**src/core/ring_perf_pkg.sv**
```systemverilog
// Operation
// - Code 01 adds one every uncore clock cycle on counters 0 to 2
// - Tick count may lag the global count by a few cycles
// - Code 1f counts no AD credits toward agents 8 to 15 per mask
// - Code 22 counts no AD credits toward agents 0 to 7 per mask
// - Code 2d counts no BL credits toward home agents or bridge classes
// - For code 2d counter 0 sees lower agents, counter 1 higher agents
// - Code 20 counts no AD credits toward link 0 per pool and class
// - Code 21 counts no BL credits toward link 0, pool and network one
// - Code 2e counts no AD credits toward link 1, pool and network one
// - Code 2f counts no BL credits toward link 1 per pool and class
// - Credit events live on counters 0 and 1, adding at most one
// - Code 07 counts AD ring occupied by passing or sunk packets
// - Code 08 counts AK ring occupied by passing or sunk packets
// - Code 09 counts BL ring occupied by passing or sunk packets
// - Code 0a counts IV ring occupied by passing or sent packets
// - Ring mask bits pick clockwise even, odd, counterclockwise even, odd
// - At most one packet per direction per ring seen each cycle
// - IV messages travel as halves, one half per direction per cycle
// - Code 0e counts starved cycles per ring, up to two per cycle
// - Control bits 7:0 select the event code of each counter
// - Control bits 15:8 select the sub-events that contribute
package ring_perf_pkg;
	localparam int NumCounters = 3;
	localparam int CtlWidth = 16;
	localparam int IncWidth = 2;
	localparam int RingBits = 4;
	localparam int StarveRings = 3;

	localparam logic [11:0] OffCtl0 = 12'h0d8;
	localparam logic [11:0] OffCtl1 = 12'h0dc;
	localparam logic [11:0] OffCtl2 = 12'h0e0;
	localparam logic [11:0] OffIncStatus = 12'h0e4;

	localparam int EventLsb = 0;
	localparam int UmaskLsb = 8;
	localparam int FieldWidth = 8;
	localparam logic [15:0] CtlReset = 16'h0000;
	localparam logic [1:0] IncZero = 2'h0;
	localparam logic [1:0] IncOne = 2'h1;
	localparam logic [1:0] IncMaxStarve = 2'h2;

	localparam logic [7:0] EvClockTick = 8'h01;
	localparam logic [7:0] EvAdRingBusy = 8'h07;
	localparam logic [7:0] EvAckRingBusy = 8'h08;
	localparam logic [7:0] EvBlockRingBusy = 8'h09;
	localparam logic [7:0] EvInvalidateRingBusy = 8'h0a;
	localparam logic [7:0] EvRingStarved = 8'h0e;
	localparam logic [7:0] EvUpperAgentAd = 8'h1f;
	localparam logic [7:0] EvLink0Ad = 8'h20;
	localparam logic [7:0] EvLink0Bl = 8'h21;
	localparam logic [7:0] EvLowerAgentAd = 8'h22;
	localparam logic [7:0] EvHomeBridgeBl = 8'h2d;
	localparam logic [7:0] EvLink1Ad = 8'h2e;
	localparam logic [7:0] EvLink1Bl = 8'h2f;

	// Reduced links only carry the pool and network one classes
	localparam logic [7:0] LinkPoolNetOneMask = 8'h71;
	localparam logic [7:0] LinkAllMask = 8'h7f;
	localparam logic [7:0] HomeBridgeMask = 8'h0f;
	localparam logic [7:0] RingDirMask = 8'h0f;
	localparam logic [7:0] StarveMask = 8'h07;
	localparam int CreditCounterLimit = 1;
endpackage

```
**src/core/ring_perf_event_select.sv**
```systemverilog
// Implementation choices: the address map and the APB interface to the registers.
`timescale 1ns/100ps
module ring_perf_event_select (
	input wire logic clock,
	input wire logic rst,
	input wire logic psel,
	input wire logic penable,
	input wire logic pwrite,
	input wire logic [11:0] paddr,
	input wire logic [31:0] pwdata,
	input wire logic [3:0] pstrb,
	output logic [31:0] prdata,
	output logic pready,
	output logic pslverr,
	input wire logic [7:0] upperAgentAdCreditExhausted,
	input wire logic [7:0] lowerAgentAdCreditExhausted,
	input wire logic [3:0] homeBridgeBlCreditExhaustedLower,
	input wire logic [3:0] homeBridgeBlCreditExhaustedUpper,
	input wire logic [6:0] link0AdCreditExhausted,
	input wire logic [6:0] link0BlCreditExhausted,
	input wire logic [6:0] link1AdCreditExhausted,
	input wire logic [6:0] link1BlCreditExhausted,
	input wire logic [3:0] adRingBusy,
	input wire logic [3:0] ackRingBusy,
	input wire logic [3:0] blockRingBusy,
	input wire logic [3:0] invalidateRingBusy,
	input wire logic [2:0] ringStarved,
	output logic [1:0] counterIncrement0,
	output logic [1:0] counterIncrement1,
	output logic [1:0] counterIncrement2
);
	typedef struct packed {
		logic [ring_perf_pkg::NumCounters-1:0][ring_perf_pkg::CtlWidth-1:0] ctl;
		logic [ring_perf_pkg::NumCounters-1:0][ring_perf_pkg::IncWidth-1:0] inc;
		logic [31:0] rdata;
		logic err;
	} state_s;

	state_s state_r;
	state_s state_nxt;
	logic [ring_perf_pkg::NumCounters-1:0][ring_perf_pkg::IncWidth-1:0] incRaw;

	// Per-counter decode of the selected event into this cycle's increment
	for (genvar c = 0; c < ring_perf_pkg::NumCounters; c++) begin : gCounter
		logic [7:0] evCode;
		logic [7:0] subMask;
		logic [3:0] homeBridgeSrc;
		logic [2:0] starvedSel;
		logic creditAllowed;
		logic [1:0] inc;
		always_comb begin
			evCode = state_r.ctl[c][ring_perf_pkg::EventLsb +: ring_perf_pkg::FieldWidth];
			subMask = state_r.ctl[c][ring_perf_pkg::UmaskLsb +: ring_perf_pkg::FieldWidth];
			// Credit events only exist on counters 0 and 1
			creditAllowed = (c <= ring_perf_pkg::CreditCounterLimit);
			homeBridgeSrc = (c == 0) ? homeBridgeBlCreditExhaustedLower
				: homeBridgeBlCreditExhaustedUpper;
			starvedSel = ringStarved & subMask[2:0];
			inc = ring_perf_pkg::IncZero;
			unique case (evCode)
				ring_perf_pkg::EvClockTick: begin
					inc = ring_perf_pkg::IncOne;
				end
				ring_perf_pkg::EvAdRingBusy: begin
					inc = {1'b0, |(adRingBusy & subMask[3:0])};
				end
				ring_perf_pkg::EvAckRingBusy: begin
					inc = {1'b0, |(ackRingBusy & subMask[3:0])};
				end
				ring_perf_pkg::EvBlockRingBusy: begin
					inc = {1'b0, |(blockRingBusy & subMask[3:0])};
				end
				ring_perf_pkg::EvInvalidateRingBusy: begin
					// Half-packets per direction fold into one busy cycle
					inc = {1'b0, |(invalidateRingBusy & subMask[3:0])};
				end
				ring_perf_pkg::EvRingStarved: begin
					// Three rings may starve at once; saturate at two
					if (starvedSel == 3'h7) begin
						inc = ring_perf_pkg::IncMaxStarve;
					end else begin
						inc = 2'(starvedSel[0]) + 2'(starvedSel[1]) + 2'(starvedSel[2]);
					end
				end
				ring_perf_pkg::EvUpperAgentAd: begin
					inc = {1'b0, creditAllowed & |(upperAgentAdCreditExhausted & subMask)};
				end
				ring_perf_pkg::EvLowerAgentAd: begin
					inc = {1'b0, creditAllowed & |(lowerAgentAdCreditExhausted & subMask)};
				end
				ring_perf_pkg::EvHomeBridgeBl: begin
					inc = {1'b0, creditAllowed & |(homeBridgeSrc & subMask[3:0])};
				end
				ring_perf_pkg::EvLink0Ad: begin
					inc = {1'b0, creditAllowed
						& |({1'b0, link0AdCreditExhausted} & subMask & ring_perf_pkg::LinkAllMask)};
				end
				ring_perf_pkg::EvLink0Bl: begin
					inc = {1'b0, creditAllowed
						& |({1'b0, link0BlCreditExhausted} & subMask
						& ring_perf_pkg::LinkPoolNetOneMask)};
				end
				ring_perf_pkg::EvLink1Ad: begin
					inc = {1'b0, creditAllowed
						& |({1'b0, link1AdCreditExhausted} & subMask
						& ring_perf_pkg::LinkPoolNetOneMask)};
				end
				ring_perf_pkg::EvLink1Bl: begin
					inc = {1'b0, creditAllowed
						& |({1'b0, link1BlCreditExhausted} & subMask & ring_perf_pkg::LinkAllMask)};
				end
				default: begin
					inc = ring_perf_pkg::IncZero;
				end
			endcase
		end
		assign incRaw[c] = inc;
	end

	logic setupPhase;
	logic [1:0] ctlHit;
	logic ctlValid;
	logic statusHit;

	always_comb begin
		state_nxt = state_r;
		setupPhase = psel && !penable;
		ctlHit = 2'h0;
		ctlValid = 1'b1;
		statusHit = 1'b0;
		unique case (paddr)
			ring_perf_pkg::OffCtl0: begin
				ctlHit = 2'h0;
			end
			ring_perf_pkg::OffCtl1: begin
				ctlHit = 2'h1;
			end
			ring_perf_pkg::OffCtl2: begin
				ctlHit = 2'h2;
			end
			ring_perf_pkg::OffIncStatus: begin
				ctlValid = 1'b0;
				statusHit = 1'b1;
			end
			default: begin
				ctlValid = 1'b0;
			end
		endcase
		// One registered stage: counts trail the sources by a cycle, as ticks do globally
		state_nxt.inc = incRaw;
		if (setupPhase) begin
			state_nxt.err = !(ctlValid || (statusHit && !pwrite));
			state_nxt.rdata = 32'h0000_0000;
			if (ctlValid && !pwrite) begin
				state_nxt.rdata = {16'h0000, state_r.ctl[ctlHit]};
			end else if (statusHit && !pwrite) begin
				state_nxt.rdata = {26'h0, state_r.inc[2], state_r.inc[1], state_r.inc[0]};
			end
		end
		// Write takes effect on the completing access edge
		if (psel && penable && pwrite && ctlValid) begin
			if (pstrb[0]) begin
				state_nxt.ctl[ctlHit][ring_perf_pkg::EventLsb +: ring_perf_pkg::FieldWidth] =
					pwdata[ring_perf_pkg::EventLsb +: ring_perf_pkg::FieldWidth];
			end
			if (pstrb[1]) begin
				state_nxt.ctl[ctlHit][ring_perf_pkg::UmaskLsb +: ring_perf_pkg::FieldWidth] =
					pwdata[ring_perf_pkg::UmaskLsb +: ring_perf_pkg::FieldWidth];
			end
		end
	end

	always_ff @(posedge clock or posedge rst) begin
		if (rst) begin
			state_r.ctl <= {ring_perf_pkg::NumCounters{ring_perf_pkg::CtlReset}};
			state_r.inc <= '0;
			state_r.rdata <= 32'h0000_0000;
			state_r.err <= 1'b0;
		end else begin
			state_r <= state_nxt;
		end
	end

	// Zero-wait slave: data was captured in the setup cycle
	assign pready = psel && penable;
	assign pslverr = psel && penable && state_r.err;
	assign prdata = state_r.rdata;
	assign counterIncrement0 = state_r.inc[0];
	assign counterIncrement1 = state_r.inc[1];
	assign counterIncrement2 = state_r.inc[2];
endmodule // ring_perf_event_select

```
**config.mk**
```make
export PLATFORM = sky130hd
export DESIGN_NAME = ring_perf_event_select
export DESIGN_NICKNAME = d
export VERILOG_FILES = /design/src/core/ring_perf_pkg.sv /design/src/core/ring_perf_event_select.sv
export SDC_FILE = /design/constraint.sdc
export NUM_CORES = 1
export LEC_CHECK = 0
export ABC_AREA = 0
export BUFFER_PORTS_ARGS = -buffer_cell sky130_fd_sc_hd__buf_4
export CORE_MARGIN = 3
export CORE_UTILIZATION = 51
export CTS_BUF_LIST = sky130_fd_sc_hd__clkbuf_16
export CTS_CLUSTER_SIZE = 20
export DETAILED_ROUTE_END_ITERATION = 6
export MAX_ROUTING_LAYER = met4
export PLACE_DENSITY = 0.82
export SETUP_SLACK_MARGIN = 0.4
export SYNTH_ARGS = -nofsm -noshare
export SYNTH_HDL_FRONTEND = slang
export SYNTH_SLANG_ARGS = --single-unit
```
**constraint.sdc**
```tcl
create_clock -name clock -period 2.6 [get_ports clock]
set_clock_uncertainty 0.1 [all_clocks]
set_input_delay 0.52 -clock clock [delete_from_list [all_inputs] [get_ports clock]]
set_output_delay 0.52 -clock clock [all_outputs]
set_load 0.02 [all_outputs]
```
==> results.cfg <==
[outcome]
status = complete, no violations

[layout]
antenna-diode-count = 0
layout.area.seq_um2 = 1780
final_common_cell = sky130_fd_sc_hd__buf_4
fill_cells = 671
final_nets = 689
drive_gt1_share_pct = 40.46
area_used_by_multi_input_combinational_logic_um2 = 2431
layout_common_cells = 147 x sky130_fd_sc_hd__buf_4, 68 x sky130_fd_sc_hd__dfrtp_1, 52 x sky130_fd_sc_hd__a22oi_1
area_growth_pct = 27.71
final_cell_area_um2 = 5813

[clock_network]
clockBufferDepth = 2
cts_hold_buffers = 0
total_number_of_h_tree_levels = 3
cts_inserted_buffers = 9
clkSlewWorstSetupHoldPaths_ns = 0.06
numClockSinks = 71
tritoncts = built
root_buffer = sky130_fd_sc_hd__clkbuf_16
clk-insertion-delay-late_ns = 0.33

[floorplanning]
die_y_um = 100.5
die_area_um2 = 10100
start_util_pct = 54.04
fp.coreArea_um2 = 8423
io_pins = 164
row_count = 33
floorplan.die.width_um = 100.5

[route]
avgRoutedWirePerCell_um = 22.81
detailroute.wirelength.met2_mm = 7.236
first_iter_violations = 668
dr_wl_met3_mm = 1.750
route.detailed.vias_per_inst = 6.663
via_count = 4471
drt_first_pass_iters = 7
routed_wirelength_mm = 15.31
routedLengthMet1_mm = 5.787
routed.top_layer = met4
detail_route.drc_violations = 0
ant_nets = 0

[worst_setup_path]
timing.setup.critical_path_class = reg2reg
critical_path.startpoint_type = register
crit_path_end_kind = register
timing.rr.end = counterIncrement0[0]
worst_ep_arrival_time_ns = 2.23
setup.worst_path.start = gCounter[0].evCode[3]
critPathMaxFanout = 9
r2r_cells = 5
worstSetupEndpoint = counterIncrement0[0]
timing.reg2reg.setup_slack_ns = 0.46
rr_startpoint = gCounter[0].evCode[3]
cp.required_ns = 2.69

[synthesis]
seq_total_area_yosys_pct = 39.03
synthXorXnorAreaFrac_pct = 0
syn-instance-count = 453
synth_seq_cells = 71
synth.avg_cell_area_um2 = 10.05
synth.yosys.warnings = 0
synth_top_family_by_area = compound AO/OA/AOI/OAI gates
synth_cell_types = 53
most_used_flip_flop_cell_after_synthesis = sky130_fd_sc_hd__dfrtp_1
synthSimpleGateAreaFrac_pct = 15.37
synth.cell_area_um2 = 4552
synth.area.mux_share_pct = 11.87
synth-edff-count = 0
async_flop_share_pct = 100.0
synth_fa_ha_area_share_pct = 1.319
area_fraction_in_compound_gates_after_synthesis_pct = 23.25

[placement]
detailedPlacementHpwl_mm = 11.04
gpl.final_weighted_congestion = 0.9833
port_buffers = 123
dpl-instance-area_um2 = 5450

[run]
cap_viol_max_count = 0

[sta]
highest_attainable_clock_frequency_mhz = 468.2
tightest_slew_ns = 0.5065
rsz0062_at_grt = true
final-max-slew-violation-count = 0
tns_ns = 0
hold_violations = 0
layout_worst_path_cycle_share_pct = 82.15
slew_headroom_pct = 66.23
layout_min_cycle_time_ns = 2.136
timing.final.setup_violations = 0
hold_ws_ns = 0.1759

[power_and_ir_drop]
switchingPower_w = 0.0006018
share_of_power_burned_in_registers_pct = 41.8
combinationalPowerShare_pct = 8.9
cellLeakagePower_nw = 2.605
power-per-cell-area_nw_per_um2 = 456.8
power_frac_clock_pct = 49.3
p_int_w = 0.002054
vdd.ir_drop.worst_uv = 344.9
sw_frac_of_total_pct = 22.66

[grt]
initial_antenna_violation_count = 0
grt_max_degree = 72
grt_pass1_vias = 4363
globalRoute.totalOverflow = 0
grt_first_pass_wirelength_mm = 23.33
grtUsageTotal_pct = 30.97

[worst_hold_path]
timing.hold.worst.class = in2async
layer usage:
| layer | vias to the layer above | global-route usage [%] |
|---|---|---|
| met5 | - | - |
| met4 | 0 | 11.09 |
| met3 | 64 | 6.713 |
| met2 | 342 | 47.30 |
| met1 | 2141 | 40.92 |
| li1 | 1924 | - |
synthesized netlist by cell type, types with 6 or more instances:
cell / number / area (um^2)
sky130_fd_sc_hd__dfrtp_1: 71 / 1777
sky130_fd_sc_hd__a22oi_1: 52 / 390.4
sky130_fd_sc_hd__mux2_2: 47 / 529.3
sky130_fd_sc_hd__buf_4: 38 / 285.3
sky130_fd_sc_hd__nand2_1: 29 / 108.9
sky130_fd_sc_hd__clkbuf_1: 22 / 82.58
sky130_fd_sc_hd__and2_1: 17 / 106.4
sky130_fd_sc_hd__nor2_1: 17 / 63.81
sky130_fd_sc_hd__a221oi_1: 16 / 140.1
sky130_fd_sc_hd__a21oi_1: 13 / 65.06
sky130_fd_sc_hd__o21ai_1: 10 / 50.05
sky130_fd_sc_hd__a22o_1: 9 / 78.83
sky130_fd_sc_hd__nand3_1: 9 / 45.04
sky130_fd_sc_hd__nand4_1: 8 / 50.05
sky130_fd_sc_hd__o21ai_0: 8 / 40.04
sky130_fd_sc_hd__a211oi_1: 7 / 52.55
sky130_fd_sc_hd__nor3_1: 7 / 35.03
sky130_fd_sc_hd__a222oi_1: 6 / 60.06
worst max-delay path: stages, from the launching register on:
cell and delay (ns):
sky130_fd_sc_hd__dfrtp_1 0.51, sky130_fd_sc_hd__and4b_1 0.33, sky130_fd_sc_hd__a21boi_0 0.14, sky130_fd_sc_hd__or4b_2 0.64, sky130_fd_sc_hd__o211ai_1 0.12, sky130_fd_sc_hd__o211ai_1 0.15
layout make-up:
cell class | instances | share of cell area, %
multi-input cells | 328 | 41.82
clock buffers | 9 | 3.874
flip-flops and latches | 71 | 30.63
repair buffers | 149 | 19.67
well taps | 105 | 2.260
inverters | 3 | 0.2583
clock inverters | 6 | 1.485
cell families (layout without fill, tap and decap cells):
| group | count (synthesis) | count (layout) |
|---|---|---|
| mux | 48 | 48 |
| buf+inv | 69 | 167 |
| fa+ha+maj | 3 | 3 |
| compound gates | 142 | 142 |
| simple gates | 119 | 119 |
| flops | 71 | 71 |
| other cells | 1 | 16 |
power by group through the flow:
stage / Combinational [W] / Clock (W) / Sequential [W]
finish: 0.000236 / 0.00131 / 0.00111
global route: 0.000254 / 0.00136 / 0.00111
CTS: 0.000231 / 0.00131 / 0.00111
detailed placement: 0.000230 / 0 / 0.00113
global placement: 0.000225 / 0 / 0.00113
floorplan: 0.0000812 / 0 / 0.00113
worst min path at each step:
stage          startpoint                      to  slack [ns]  cells past startpoint
2_1_floorplan  state_r[0]              state_r[0]        0.34                      2
3_3_place_gp   state_r[0]              state_r[0]        0.36                      2
3_5_place_dp   state_r[0]              state_r[0]        0.37                      2
4_1_cts               rst              prdata[12]        0.20                      3
5_1_grt               rst              prdata[12]        0.22                      3
6_report              rst  gCounter[1].subMask[5]        0.18                      3
what timing repair did:
| item | CTS | global route |
|---|---|---|
| pin swaps | 1 | 1 |
| setup endpoints to repair | 7 | 34 |
| buffers inserted | 1 | 2 |
| gates cloned | 0 | 0 |
| gates resized for setup | 0 | 6 |
through the flow:
stage	worst slack (ns)	utilization, %	instances	power [W]
floorplan	0.4228	-	468	0.001210
global placement	0.1500	64.71	653	0.001355
detailed placement	0.08262	64.71	653	0.001360
CTS	0.4061	68.64	669	0.002652
global route	0.3990	69.01	671	0.002722
finish	0.4641	69.01	671	0.002655
sequential cells by signal, summed over array words and instances (netlist names):
name               cells
gCounter.evCode       24
counterIncrement2      2
counterIncrement0      2
gCounter.subMask      24
prdata                16
state_r                1
counterIncrement1      2
Power figures use the tool's default switching activity.
